`src/logic/lfc_pkg.sv`:
```
/*
  lfc_pkg: constants shared by the lift platform enable controller.
  Assumes a 125 MHz system clock; analog readings arrive as 0.1-unit codes.
*/
package lfc_pkg;
  // clock and time base
  localparam int unsigned CLK_HZ        = 125_000_000;
  localparam int unsigned TICK_MS       = 1000;
  localparam int unsigned TICK_CYCLES   = CLK_HZ / 1000 * TICK_MS;
  localparam int unsigned UNIT_MIN      = 10;
  localparam int unsigned UNIT_S        = UNIT_MIN * 60;
  localparam int unsigned EXTEND_MIN    = 10;
  localparam int unsigned EXTEND_S      = EXTEND_MIN * 60;
  // speed interlock, 0.1 mph per code
  localparam logic [7:0]  SPEED_LIMIT   = 8'h14;
  // programmable ranges and defaults
  localparam logic [7:0]  UNITS_MIN     = 8'h01;
  localparam logic [7:0]  UNITS_MAX     = 8'h18;
  localparam logic [7:0]  UNITS_RST     = 8'h06;
  localparam logic [7:0]  ALARM_MIN     = 8'h01;
  localparam logic [7:0]  ALARM_MAX     = 8'h78;
  localparam logic [7:0]  ALARM_RST     = 8'h3C;
  localparam logic [7:0]  VTH_MIN       = 8'h73;
  localparam logic [7:0]  VTH_MAX       = 8'h8A;
  localparam logic [7:0]  VTH_RST       = 8'h73;
  localparam logic [7:0]  AMP_MAX       = 8'h64;
  localparam logic [7:0]  HI_RST        = 8'h64;
  localparam logic [7:0]  LO_RST        = 8'h03;
  localparam logic [7:0]  OC_RST        = 8'h03;
  // register byte offsets
  localparam logic [7:0]  OFS_CTRL      = 8'h00;
  localparam logic [7:0]  OFS_VTH       = 8'h04;
  localparam logic [7:0]  OFS_AMPS      = 8'h08;
  localparam logic [7:0]  OFS_STATUS    = 8'h0C;
  localparam logic [7:0]  OFS_IRQ_STAT  = 8'h10;
  localparam logic [7:0]  OFS_IRQ_MASK  = 8'h14;
  // field positions
  localparam int unsigned CTRL_PB       = 0;
  localparam int unsigned CTRL_UNITS    = 8;
  localparam int unsigned CTRL_ALARM    = 16;
  localparam int unsigned AMPS_HI       = 0;
  localparam int unsigned AMPS_LO       = 8;
  localparam int unsigned AMPS_OC       = 16;
  // interrupt bits
  localparam int unsigned IRQ_W         = 6;
  localparam int unsigned EV_TIMEOUT    = 0;
  localparam int unsigned EV_SPEED      = 1;
  localparam int unsigned EV_LOWV       = 2;
  localparam int unsigned EV_HI         = 3;
  localparam int unsigned EV_LO         = 4;
  localparam int unsigned EV_OC         = 5;
  // key positions
  localparam logic [1:0]  KEY_OFF       = 2'h0;
  localparam logic [1:0]  KEY_START     = 2'h3;
  // axi responses
  localparam logic [1:0]  RESP_OKAY     = 2'h0;
  localparam logic [1:0]  RESP_SLVERR   = 2'h2;
  // synchronised pin vector layout
  localparam int unsigned PIN_W         = 6;
  localparam int unsigned P_ON          = 0;
  localparam int unsigned P_OFF         = 1;
  localparam int unsigned P_PUSH        = 2;
  localparam int unsigned P_FOB         = 3;
  localparam int unsigned P_KEY0        = 4;
  typedef enum logic [1:0] {LFC_OFF, LFC_ON, LFC_LOCK} lfc_state_e;
endpackage : lfc_pkg

```
`src/logic/lfc_top.sv`:
```
/*
  lfc_top: lift platform enable controller with an AXI4-Lite register slave.
  Assumes switch, fob and key pins are asynchronous; speed, voltage and current
  codes come from converters on clk. lift_enable drives the battery protection
  module, which closes the motor power switch.
*/
// Register access over AXI4-Lite and the register addresses were decided locally.
// Notes on behaviour
// - press on or fob, under 2 mph, voltage good: enable for programmed time
// - rocker off press disables in rocker mode only; in push-button mode a button press toggles off
// - fob press while enabled disables
// - low voltage disables after override time, or at once above 2 mph
// - enable ends when the programmed time has elapsed
// - enable time is 10-minute units, 1 to 24, default 6
// - activation after a timeout enables for ten more minutes
// - above 2 mph disable and flash the switch lamp
// - after speed disable stay off until a fresh activation at standstill
// - lamp lit steadily while enabled
// - voltage watch runs in every key position including off
// - buzzer on low voltage only with key neither off nor start
// - disable threshold 11.5 to 13.8 V in 0.1 V codes, default 11.5
// - low-voltage operating time 1 to 120 s, default 60
// - alarm when current exceeds high level, 0 to 10 A, default 10
// - alarm when current falls below low level, default 0.3 A
// - alarm when current falls below open-circuit level, default 0.3 A
// - enable output drives the battery protection module
module lfc_top
  import lfc_pkg::*;
#(
  parameter int unsigned TICK = lfc_pkg::TICK_CYCLES
) (
  input  wire logic       clk,
  input  wire logic       rst_n,
  input  wire logic       sw_on,
  input  wire logic       sw_off,
  input  wire logic       sw_push,
  input  wire logic       fob_aux,
  input  wire logic [1:0] key_pos,
  input  wire logic [7:0] road_speed,
  input  wire logic [7:0] battery_volts,
  input  wire logic [7:0] motor_amps,
  output logic            lift_enable,
  output logic            lamp,
  output logic            buzzer,
  output logic            irq,
  input  wire logic [7:0] s_axi_awaddr,
  input  wire logic       s_axi_awvalid,
  output logic            s_axi_awready,
  input  wire logic [31:0] s_axi_wdata,
  input  wire logic [3:0] s_axi_wstrb,
  input  wire logic       s_axi_wvalid,
  output logic            s_axi_wready,
  output logic [1:0]      s_axi_bresp,
  output logic            s_axi_bvalid,
  input  wire logic       s_axi_bready,
  input  wire logic [7:0] s_axi_araddr,
  input  wire logic       s_axi_arvalid,
  output logic            s_axi_arready,
  output logic [31:0]     s_axi_rdata,
  output logic [1:0]      s_axi_rresp,
  output logic            s_axi_rvalid,
  input  wire logic       s_axi_rready
);
  import lfc_pkg::*;

  // elaboration checks: the divider needs two states, the counters must hold the
  // longest programmable times, and resets must sit inside their ranges
  if (TICK < 2) begin : g_bad_tick
    $error("lfc_top: TICK below 2");
  end
  if (UNITS_MAX * UNIT_S > 16'hFFFF || EXTEND_S > 16'hFFFF) begin : g_bad_time
    $error("lfc_top: enable time too long");
  end
  if (P_KEY0 + 2 != PIN_W) begin : g_bad_pins
    $error("lfc_top: pin layout");
  end
  if (EV_TIMEOUT != 0 || EV_HI != 3 || EV_OC != IRQ_W - 1) begin : g_bad_events
    $error("lfc_top: event layout");
  end
  if (UNITS_RST < UNITS_MIN || UNITS_RST > UNITS_MAX ||
      ALARM_RST < ALARM_MIN || ALARM_RST > ALARM_MAX) begin : g_bad_timers
    $error("lfc_top: timer reset out of range");
  end
  if (VTH_RST < VTH_MIN || VTH_RST > VTH_MAX ||
      HI_RST > AMP_MAX || LO_RST > AMP_MAX || OC_RST > AMP_MAX) begin : g_bad_levels
    $error("lfc_top: level reset out of range");
  end

  logic [PIN_W-1:0]  pins;
  logic [PIN_W-1:0]  s1, s2, s3, filt, filt_q;
  logic [31:0]       tick_cnt;
  logic              tick, flash;
  logic              pb_mode;
  logic [7:0]        units, alarm_s, vth, hi_lvl, lo_lvl, oc_lvl;
  logic [IRQ_W-1:0]  irq_stat, irq_mask, ev;
  logic [2:0]        ev_seq, ev_cur;
  lfc_state_e        st;
  logic [15:0]       en_left;
  logic [7:0]        lv_left;
  logic              timed_out;
  logic              on_edge, off_edge, push_edge, fob_edge;
  logic              moving, stopped, low_v, key_live;
  logic              act, man_off;
  logic              hi_c, lo_c, oc_c, hi_q, lo_q, oc_q;
  logic              aw_hold, w_hold;
  logic [7:0]        aw_addr;
  logic [31:0]       w_data;
  logic [3:0]        w_strb;
  logic              do_write;
  logic [IRQ_W-1:0]  w1c;
  logic [31:0]       rd_word;
  logic              rd_hit;

  assign pins = {key_pos, fob_aux, sw_push, sw_off, sw_on};

  // sequencer and current events own separate halves, so each has one driver
  assign ev = {ev_cur, ev_seq};

  // three-stage synchronisers; the filtered level moves only when stages 2 and 3 agree
  genvar gi;
  generate
    for (gi = 0; gi < PIN_W; gi++) begin : g_sync
      always_ff @(posedge clk) begin
        if (!rst_n) begin
          s1[gi]     <= 1'b0;
          s2[gi]     <= 1'b0;
          s3[gi]     <= 1'b0;
          filt[gi]   <= 1'b0;
          filt_q[gi] <= 1'b0;
        end else begin
          s1[gi]     <= pins[gi];
          s2[gi]     <= s1[gi];
          s3[gi]     <= s2[gi];
          if (s2[gi] == s3[gi]) filt[gi] <= s3[gi];
          filt_q[gi] <= filt[gi];
        end
      end
    end
  endgenerate

  // press detection on the filtered levels
  assign on_edge   = filt[P_ON] & ~filt_q[P_ON];
  assign off_edge  = filt[P_OFF] & ~filt_q[P_OFF];
  assign push_edge = filt[P_PUSH] & ~filt_q[P_PUSH];
  assign fob_edge  = filt[P_FOB] & ~filt_q[P_FOB];
  assign key_live  = (filt[P_KEY0+:2] != KEY_OFF) && (filt[P_KEY0+:2] != KEY_START);

  // operating conditions from the converter codes; a speed code of exactly the
  // limit neither enables nor locks, a small dead band against chatter
  assign moving  = road_speed > SPEED_LIMIT;
  assign stopped = road_speed < SPEED_LIMIT;
  assign low_v   = battery_volts < vth;
  assign hi_c    = motor_amps > hi_lvl;
  assign lo_c    = motor_amps < lo_lvl;
  assign oc_c    = motor_amps < oc_lvl;

  // activation requests; in push-button mode one button both turns on and off
  assign act = (on_edge | fob_edge | (pb_mode & push_edge)) & stopped & ~low_v;
  assign man_off = (~pb_mode & off_edge) | (pb_mode & push_edge) | fob_edge;

  // one-second time base; all long timers count these ticks
  // the tick is registered, so timers see it one cycle after the divider wraps
  always_ff @(posedge clk) begin
    if (!rst_n) begin
      tick_cnt <= 32'h0;
      tick     <= 1'b0;
    end else begin
      tick     <= (tick_cnt == TICK - 1);
      tick_cnt <= (tick_cnt == TICK - 1) ? 32'h0 : tick_cnt + 32'h1;
    end
  end

  // enable sequencer; while on, a disable cause beats a same-cycle activation; while off, an activation wins over a same-cycle off press
  always_ff @(posedge clk) begin
    if (!rst_n) begin
      st        <= LFC_OFF;
      en_left   <= 16'h0;
      lv_left   <= ALARM_RST;
      timed_out <= 1'b0;
      ev_seq    <= 3'h0;
    end else begin
      ev_seq <= 3'h0;
      unique case (st)
        LFC_ON: begin
          if (moving) begin
            st <= LFC_LOCK;
            timed_out <= 1'b0;
            ev_seq[EV_SPEED] <= 1'b1;
          end else if (man_off) begin
            st <= LFC_OFF;
            timed_out <= 1'b0;
          end else if (low_v && tick && lv_left <= 8'h1) begin
            st <= LFC_OFF;
            timed_out <= 1'b0;
            ev_seq[EV_LOWV] <= 1'b1;
          end else if (tick && en_left <= 16'h1) begin
            st <= LFC_OFF;
            timed_out <= 1'b1;
            ev_seq[EV_TIMEOUT] <= 1'b1;
          end else if (tick) begin
            en_left <= en_left - 16'h1;
            if (low_v) lv_left <= lv_left - 8'h1;
          end
          // recovered voltage reloads the override time, so a brief sag is forgiven
          if (!low_v) lv_left <= alarm_s;
        end
        default: begin
          // off or speed-locked: timers stand still until a fresh activation
          if (act) begin
            st      <= LFC_ON;
            lv_left <= alarm_s;
            en_left <= timed_out ? 16'(EXTEND_S)
                                 : 16'(units * UNIT_S);
          end
        end
      endcase
    end
  end

  // current alarms fire once as each condition appears while powered
  always_ff @(posedge clk) begin
    if (!rst_n) begin
      hi_q <= 1'b0;
      lo_q <= 1'b0;
      oc_q <= 1'b0;
      ev_cur <= 3'h0;
    end else begin
      hi_q <= hi_c & (st == LFC_ON);
      lo_q <= lo_c & (st == LFC_ON);
      oc_q <= oc_c & (st == LFC_ON);
      ev_cur[EV_HI - 3] <= hi_c & (st == LFC_ON) & ~hi_q;
      ev_cur[EV_LO - 3] <= lo_c & (st == LFC_ON) & ~lo_q;
      ev_cur[EV_OC - 3] <= oc_c & (st == LFC_ON) & ~oc_q;
    end
  end

  // pin outputs, each from its own flip-flop
  // the lamp toggles on every tick while speed-locked, a two-tick flash
  always_ff @(posedge clk) begin
    if (!rst_n) begin
      flash       <= 1'b0;
      lift_enable <= 1'b0;
      lamp        <= 1'b0;
      buzzer      <= 1'b0;
      irq         <= 1'b0;
    end else begin
      if (tick) flash <= ~flash;
      lift_enable <= (st == LFC_ON);
      lamp        <= (st == LFC_ON) | ((st == LFC_LOCK) & flash);
      buzzer      <= low_v & key_live & (st == LFC_ON);
      irq         <= |(irq_stat & irq_mask);
    end
  end

  // axi write path: address and data taken in either order, answered once both are held
  // the ready pulses stop a valid that is still held from being taken twice
  assign do_write = aw_hold & w_hold & ~s_axi_bvalid;
  always_ff @(posedge clk) begin
    if (!rst_n) begin
      aw_hold       <= 1'b0;
      w_hold        <= 1'b0;
      aw_addr       <= 8'h0;
      w_data        <= 32'h0;
      w_strb        <= 4'h0;
      s_axi_awready <= 1'b0;
      s_axi_wready  <= 1'b0;
      s_axi_bvalid  <= 1'b0;
      s_axi_bresp   <= RESP_OKAY;
    end else begin
      s_axi_awready <= ~aw_hold & ~s_axi_awready & s_axi_awvalid;
      s_axi_wready  <= ~w_hold & ~s_axi_wready & s_axi_wvalid;
      if (s_axi_awvalid && s_axi_awready) begin
        aw_hold <= 1'b1;
        aw_addr <= s_axi_awaddr;
      end
      if (s_axi_wvalid && s_axi_wready) begin
        w_hold <= 1'b1;
        w_data <= s_axi_wdata;
        w_strb <= s_axi_wstrb;
      end
      if (do_write) begin
        aw_hold      <= 1'b0;
        w_hold       <= 1'b0;
        s_axi_bvalid <= 1'b1;
        s_axi_bresp  <= (aw_addr[7:2] <= OFS_IRQ_MASK[7:2]) ? RESP_OKAY : RESP_SLVERR;
      end else if (s_axi_bready) begin
        s_axi_bvalid <= 1'b0;
      end
    end
  end

  // clamp helper keeps programmed values inside their legal range
  function automatic logic [7:0] clamp(input logic [7:0] v, input logic [7:0] lo, input logic [7:0] hi);
    clamp = (v < lo) ? lo : ((v > hi) ? hi : v);
  endfunction : clamp

  // configuration registers; out-of-range writes saturate rather than fault
  // byte strobes are honoured per field, so one field can change alone
  always_ff @(posedge clk) begin
    if (!rst_n) begin
      pb_mode  <= 1'b0;
      units    <= UNITS_RST;
      alarm_s  <= ALARM_RST;
      vth      <= VTH_RST;
      hi_lvl   <= HI_RST;
      lo_lvl   <= LO_RST;
      oc_lvl   <= OC_RST;
      irq_mask <= '0;
    end else if (do_write) begin
      if (aw_addr[7:2] == OFS_CTRL[7:2]) begin
        if (w_strb[0]) pb_mode <= w_data[CTRL_PB];
        if (w_strb[1]) units   <= clamp(w_data[CTRL_UNITS+:8], UNITS_MIN, UNITS_MAX);
        if (w_strb[2]) alarm_s <= clamp(w_data[CTRL_ALARM+:8], ALARM_MIN, ALARM_MAX);
      end
      if (aw_addr[7:2] == OFS_VTH[7:2] && w_strb[0]) begin
        vth <= clamp(w_data[7:0], VTH_MIN, VTH_MAX);
      end
      if (aw_addr[7:2] == OFS_AMPS[7:2]) begin
        if (w_strb[0]) hi_lvl <= clamp(w_data[AMPS_HI+:8], 8'h0, AMP_MAX);
        if (w_strb[1]) lo_lvl <= clamp(w_data[AMPS_LO+:8], 8'h0, AMP_MAX);
        if (w_strb[2]) oc_lvl <= clamp(w_data[AMPS_OC+:8], 8'h0, AMP_MAX);
      end
      if (aw_addr[7:2] == OFS_IRQ_MASK[7:2] && w_strb[0]) irq_mask <= w_data[IRQ_W-1:0];
    end
  end

  // sticky event bits: writing one clears, a new event in that cycle wins
  assign w1c = (do_write && aw_addr[7:2] == OFS_IRQ_STAT[7:2] && w_strb[0]) ? w_data[IRQ_W-1:0] : '0;
  always_ff @(posedge clk) begin
    if (!rst_n) begin
      irq_stat <= '0;
    end else begin
      irq_stat <= (irq_stat & ~w1c) | ev;
    end
  end

  // read mux
  // reads have no side effects, so a repeated read is harmless
  always_comb begin
    rd_word = 32'h0;
    rd_hit  = 1'b1;
    unique case (s_axi_araddr[7:2])
      OFS_CTRL[7:2]:     rd_word = {8'h0, alarm_s, units, 7'h0, pb_mode};
      OFS_VTH[7:2]:      rd_word = {24'h0, vth};
      OFS_AMPS[7:2]:     rd_word = {8'h0, oc_lvl, lo_lvl, hi_lvl};
      OFS_STATUS[7:2]:   rd_word = {24'h0, 1'b0, hi_q | lo_q | oc_q, buzzer, timed_out,
                                    low_v, st == LFC_LOCK, lamp, st == LFC_ON};
      OFS_IRQ_STAT[7:2]: rd_word = {26'h0, irq_stat};
      OFS_IRQ_MASK[7:2]: rd_word = {26'h0, irq_mask};
      default:           rd_hit  = 1'b0;
    endcase
  end

  // axi read path: one cycle to accept, data on the next
  always_ff @(posedge clk) begin
    if (!rst_n) begin
      s_axi_arready <= 1'b0;
      s_axi_rvalid  <= 1'b0;
      s_axi_rdata   <= 32'h0;
      s_axi_rresp   <= RESP_OKAY;
    end else begin
      s_axi_arready <= ~s_axi_arready & ~s_axi_rvalid & s_axi_arvalid;
      if (s_axi_arvalid && s_axi_arready) begin
        s_axi_rvalid <= 1'b1;
        s_axi_rdata  <= rd_word;
        s_axi_rresp  <= rd_hit ? RESP_OKAY : RESP_SLVERR;
      end else if (s_axi_rready) begin
        s_axi_rvalid <= 1'b0;
      end
    end
  end

endmodule : lfc_top

```
`config.mk`:
```
export PLATFORM = sky130hd
export DESIGN_NAME = lfc_top
export DESIGN_NICKNAME = d
export VERILOG_FILES = /design/src/logic/lfc_pkg.sv /design/src/logic/lfc_top.sv
export SDC_FILE = /design/constraint.sdc
export NUM_CORES = 1
export LEC_CHECK = 0
export BUFFER_PORTS_ARGS = -buffer_cell sky130_fd_sc_hd__buf_4
export CAP_MARGIN = 10
export CORE_ASPECT_RATIO = 0.8
export CORE_UTILIZATION = 53
export DETAILED_ROUTE_END_ITERATION = 16
export PLACE_DENSITY = 0.89
export SYNTH_ARGS = -nofsm -noshare
export SYNTH_HDL_FRONTEND = slang
export SYNTH_SLANG_ARGS = --single-unit
```
`constraint.sdc`:
```
create_clock -name clk -period 3.2 [get_ports clk]
set_clock_uncertainty 0.05 [all_clocks]
set_input_delay 0.16 -clock clk [delete_from_list [all_inputs] [get_ports clk]]
set_output_delay 0.16 -clock clk [all_outputs]
set_load 0.1 [all_outputs]
```
# [Yosys cells after proc, flatten, opt, wreduce, memory -nomap -nowiden]
# Index checks and enable logic that the tools add are counted.
[totals] register_bits=241 input_bits=89 output_inout_bits=45 wordCells=265
[classes] addsub=3 mul=1 order_cmp=21 eq_ne=30 mux=50 n_bitwise=55 reduce_logical=37
[op_table] op="$mux W8" n=20
[op_table] op="$pmux W24 S6" n=1
[op_table] op="$mux W16" n=8
[op_table] op="$lt A8 B1 Y1 const B" n=5
[op_table] op="$add A32 B1 Y32 const B" n=1
[op_table] op="$eq A32 B27 Y1 const B" n=1
[op_table] op="$gt A8 B7 Y1 const B" n=4
[op_table] op="$and A1 B1 Y1" n=25
[op_table] op="$eq A6 B3 Y1 const B" n=4
[op_table] op="$lt A8 B8 Y1" n=3
[op_table] op="$not A1 Y1" n=19
[op_table] op="$eq A6 B2 Y1 const B" n=3
[op_table] op="$reduce_and A3 Y1" n=6
[op_table] op="$gt A8 B5 Y1 const B" n=2
[op_table] op="$le A16 B1 Y1 const B" n=1
[op_table] op="$mux W2" n=8
[op_table] op="$sub A16 B1 Y16 const B" n=1
[op_table] op="$ne A3 B3 Y1 const B" n=5
[op_table] op="$mul A8 B7 Y13 const B" n=1
[op_table] op="$and A6 B6 Y6" n=2
[op_table] op="$eq A6 B1 Y1 const B" n=2
[op_table] op="$logic_not A6 Y1" n=2
[op_table] op="$mux W1" n=12
[op_table] op="$ne A2 B2 Y1 const B" n=6
[op_table] op="other kinds (24)" n=55

# [Depth between registers and ports, before layout]
[depth] ltp_word=9 ltp_mapped=14 mapped_depth_nobuf=14

# [Least setup slack after synthesis]
# No wires, ideal clock.
[synth_path] path_type="reg-to-reg" startpoint="register units[4]" endpoint="register en_left[13]" setup_ns=0.071 t_arrival_ns=3.210 t_required_ns=3.079 path_slack_ns=-0.130 path_stages_with_launch=15 path_buffers=0 period_less_slack_ns=3.330 path_cell_list="dfxtp_1 > ha_1 > ha_1 > inv_1 > fa_1 > fa_1 > inv_1 > ha_1 > nor2_1 > o21bai_1 > a31oi_1 > xnor2_1 > a22oi_1 > or2_1 > a21oi_1"
[synth_between] elab_chain_len=4
[synth_rtl] item="start: declaration" line_no="lfc_top.sv:94" rtl="logic [7:0] units, alarm_s, vth, hi_lvl, lo_lvl, oc_lvl;"
[synth_rtl] item="start signal: assignment" line_no="lfc_top.sv:312" rtl="if (w_strb[1]) units <= clamp(w_data[CTRL_UNITS+:8], UNITS_MIN, UNITS_MAX);"
[synth_rtl] item="$mul A8 B7 Y13" line_no="lfc_top.sv:213" rtl=": 16'(units * UNIT_S);"
[synth_rtl] item="$mux W16" line_no="lfc_top.sv:212" rtl="en_left <= timed_out ? 16'(EXTEND_S)"
[synth_rtl] item="$mux W16" line_no="lfc_top.sv:209" rtl="if (act) begin"
[synth_rtl] item="$mux W16" line_no="lfc_top.sv:183" rtl="unique case (st)"
[synth_rtl] item="end signal: assignment" line_no="lfc_top.sv:201" rtl="en_left <= en_left - 16'h1;"
[synth_rtl] item="end signal: assignment" line_no="lfc_top.sv:212"
[synth_rtl] item="end: declaration" line_no="lfc_top.sv:98" rtl="logic [15:0] en_left;"
# No other way between the ends. The select of a mux whose other input is x is not followed.
# A chain may end at the register's enable or synchronous reset.

# [Final worst setup path]
# Same ends and word-level chain as after synthesis.

==> results.md <==
Critical path:
- The worst setup path is captured at a flip-flop.
- The category of the worst setup path launch point is a flip-flop.
- The signal arrival time at the worst endpoint is a little under 4000 ps.
- STA puts the critical path data required time at 3600 ps.
- Of all nets on the critical path, the largest fanout is 2.
- The setup path with the least slack is of type flip-flop to flip-flop.

Power:
- The peak ir drop on the vdd network is 0.000388 V.
- The total leakage power is 5.64 nW.
- The power per standard cell area is around 460 nW/µm².
- The completed layout was analyzed and its total power is 6.32 mW.

Placement:
- Buffers placed on the I/O ports in this run total 110.
- The HPWL after detailed placement is 21.2 mm.
- The post-placement worst setup slack is -202 ps.
- At the end of routability-driven placement, the weighted congestion stood at 0.911.

Yosys:
- The synthesized netlist occupies a cell area of 11200 µm².
- The dominant synthesized flop cell is sky130_fd_sc_hd__dfxtp_1.
- After synthesis the netlist holds a flip-flop and latch count of 229.
- The count of flip-flops with a built-in enable after synthesis is 0.
- Sorting the synthesized cells by how often they occur yields sky130_fd_sc_hd__dfxtp_1 (229), sky130_fd_sc_hd__nand2_1 (148), sky130_fd_sc_hd__nor2_1 (147), sky130_fd_sc_hd__a21oi_1 (118), sky130_fd_sc_hd__ha_1 (68).
- The cell type with the largest total area after synthesis is sky130_fd_sc_hd__dfxtp_1.
- The gate count after technology mapping is 1325.
- The top cell type's share of synthesized area is about two fifths.
- The share of the Yosys chip area taken by registers is ~41%.
- In the post-synthesis netlist, the biggest area contributors are sky130_fd_sc_hd__dfxtp_1 (41%), sky130_fd_sc_hd__ha_1 (7.6%), sky130_fd_sc_hd__a21oi_1 (5.3%).
- The per-instance average area after synthesis is 8.43 µm².
- Yosys printed 0 warnings.
- In the post-synthesis netlist, the cell with the most instances is sky130_fd_sc_hd__dfxtp_1.
- The count of distinct cell types in the synthesized netlist is 84.
- The async set-or-reset flop fraction in the synthesized netlist is 0%.

Detailed routing:
- The average via count per standard cell is 6.03.
- The routed via count is 10.6k.
- The number of iterations in the first detailed-routing pass is 7.
- The number of remaining DRC errors is 0.
- The routed design has about 33 mm of wire.
- The detail route stage leaves a number of antenna-violating nets equal to 0.
- Dividing the detail-routed wire length by the instance count gives 19.0 µm.
- The detailed router finished its first iteration with approximately 1.2k violations.

Floorplanning:
- The initial utilization of the core area, before any placement, comes to approximately 54%.
- The I/O pin count is 134.
- The die footprint is between 20000 and 25000 µm².
- The core region is slightly above 20000 µm².
- The initialized floorplan defines 47 standard-cell rows.
- The die is 164 µm wide.
- Measured along the y axis, the die boundary spans 132 µm.

GRT:
- The initial antenna violation count was 0.
- The number of global-route vias before repair is 9879.
- The first global-routing pass estimated 50.2 mm of wire.
- The pin count of the biggest net entering global routing is 79.
- The total overflow left after global routing is 0.
- The global routing usage summed across all routing layers is 28.6%.

Layout:
- The total number of nets in the final design is 1642.
- From synthesis to final layout, the design area changed by 24.0%.
- The number of antenna diodes in the final layout is 0.
- The fraction of final layout cells with drive strength greater than 1 is 16.0%.

Timing:
- The final number of max-transition violations is 0.
- Based on the critical path, the design can be clocked at up to around 280 MHz.
- The final hold violation count is 1.
- In this run the tightest slew margin relative to its limit is 34.8%.
- The setup violation total in the final timing report is 5.
- For the pin with the worst max-slew slack, the measured transition is approximately 1000 ps.
- Hold timing on the final database bottoms out at a slack of -8.09 ps.
- The final worst-path setup slack is -313 ps.
- In the finished design, the share of the clock period the worst path needs comes to 110%.
- Setup repair after global routing could not meet its margin everywhere.
- The minimum clock period after layout is 3510 ps.
- For the final routed database, the setup TNS stands at -771 ps.

Clocking:
- TritonCTS built the clock tree.
- The clock passes through at most 3 buffers.
- Clock tree synthesis found a total of 229 sinks.
- In this run the number of H-tree levels came out at 1.
- CTS placed an instance of sky130_fd_sc_hd__clkbuf_16 at the clock tree root.
- The clock latency on the worst-skew pair is 520 ps.
- Buffers inserted during clock tree synthesis total 23.
- The clock-pin slew on the worst setup and hold paths is 70 ps.

Job:
- The count of maximum capacitance violations is 0.

Status:
- The run finished, with violations left.
- The checks that failed: hold timing, setup timing.

Worst hold path:
- The class of the worst hold path is primary input to flip-flop.
## sequential cells by signal, indices dropped and copies added, names as in the netlist, 8 cells and up
register,cells
alarm_s,8
en_left,16
hi_lvl,8
lo_lvl,8
lv_left,8
oc_lvl,8
s_axi_rdata,24
tick_cnt,32
units,8
vth,8
w_data,24
## power breakdown
part,switching [mW],leakage (nW),total (mW),internal (mW)
clock network,1.16,0.404,2.96,1.80
registers,0.0363,1.85,2.92,2.88
logic,0.271,3.38,0.442,0.171
total,1.47,5.64,6.32,4.85
## metal layers
layer | up-vias | GRT usage (%) | share of wire [%]
li1 | 4909 | - | -
met1 | 4972 | 39.5 | 41
met2 | 636 | 44.2 | 45
met3 | 116 | 5.41 | 10
met4 | 0 | 11.2 | 4.4
met5 | - | 0 | 0
## repair_timing
action	in CTS	in global routing
setup endpoints to repair	5	5
endpoints found under the hold margin	45	0
hold buffers	52	0
resized for setup	17	30
setup buffers	0	2
gates cloned	0	0
pin swaps	14	22
## path summary, 6_finish.rpt
| path | end | depth (start not counted) | slack (ps) | from |
|---|---|---|---|---|
| setup / recovery | en_left[13] | 14 | -310 | units[4] |
| hold / removal | s_axi_rresp[1] | 3 | -8 | s_axi_araddr[4] |
| setup reg to reg | en_left[13] | 14 | -310 | units[4] |
| hold reg to reg | ev_cur[2] | 1 | 390 | oc_q |
## cells by family after synthesis
group | Yosys count | synth area share [%]
adder cells (fa/ha/maj) | 75 | 8.88
flip-flops | 229 | 41.1
buffers and inverters | 133 | 4.96
AO/OA/AOI/OAI | 292 | 16.4
other | 1 | 0.0336
multiplexers | 31 | 2.80
XOR/XNOR | 46 | 3.61
AND/OR/NAND/NOR | 518 | 22.3
## cell usage in the layout, fill, tap and decap left out, drive strengths merged, types with 18 or more instances in the layout
master         n
ha            68
nor2         148
dlygate4sd3   52
nand3         38
and3          18
mux2i         29
inv           64
clkbuf        29
xor2          24
a21oi        120
o21ai         70
and2          38
buf          137
dfxtp        229
xnor2         22
nor3          46
nand2        149
## critical path: stages, from the launching register on
cell and delay, ps:
sky130_fd_sc_hd__dfxtp_2 330, sky130_fd_sc_hd__ha_4 260, sky130_fd_sc_hd__ha_4 290, sky130_fd_sc_hd__inv_2 40
sky130_fd_sc_hd__fa_1 480, sky130_fd_sc_hd__fa_1 560, sky130_fd_sc_hd__inv_2 60, sky130_fd_sc_hd__ha_4 280
sky130_fd_sc_hd__nor2_4 50, sky130_fd_sc_hd__o21bai_4 160, sky130_fd_sc_hd__a31oi_2 110, sky130_fd_sc_hd__xnor2_1 270
sky130_fd_sc_hd__a22oi_1 140, sky130_fd_sc_hd__or2_1 270, sky130_fd_sc_hd__a21oi_1 110
## through the flow
step	instance area, µm²	util (%)	instances
2_1_floorplan	11200	-	1334
3_3_place_gp	12300	59.4	1668
3_5_place_dp	12300	59.4	1668
4_1_cts	13700	66.2	1760
5_1_grt	13800	67.0	1762
6_report	13800	67.0	1762
## cell type report
cell class / count / area (µm²)
fillers: 1434 / 6800
flip-flops and latches: 229 / 4590
clock inverters: 11 / 191
repair buffers: 189 / 1560
clock buffers: 29 / 628
multi-input cells: 972 / 6290
well taps: 269 / 337
inverters: 63 / 238
Note: power is estimated with default switching activity, not from simulation.
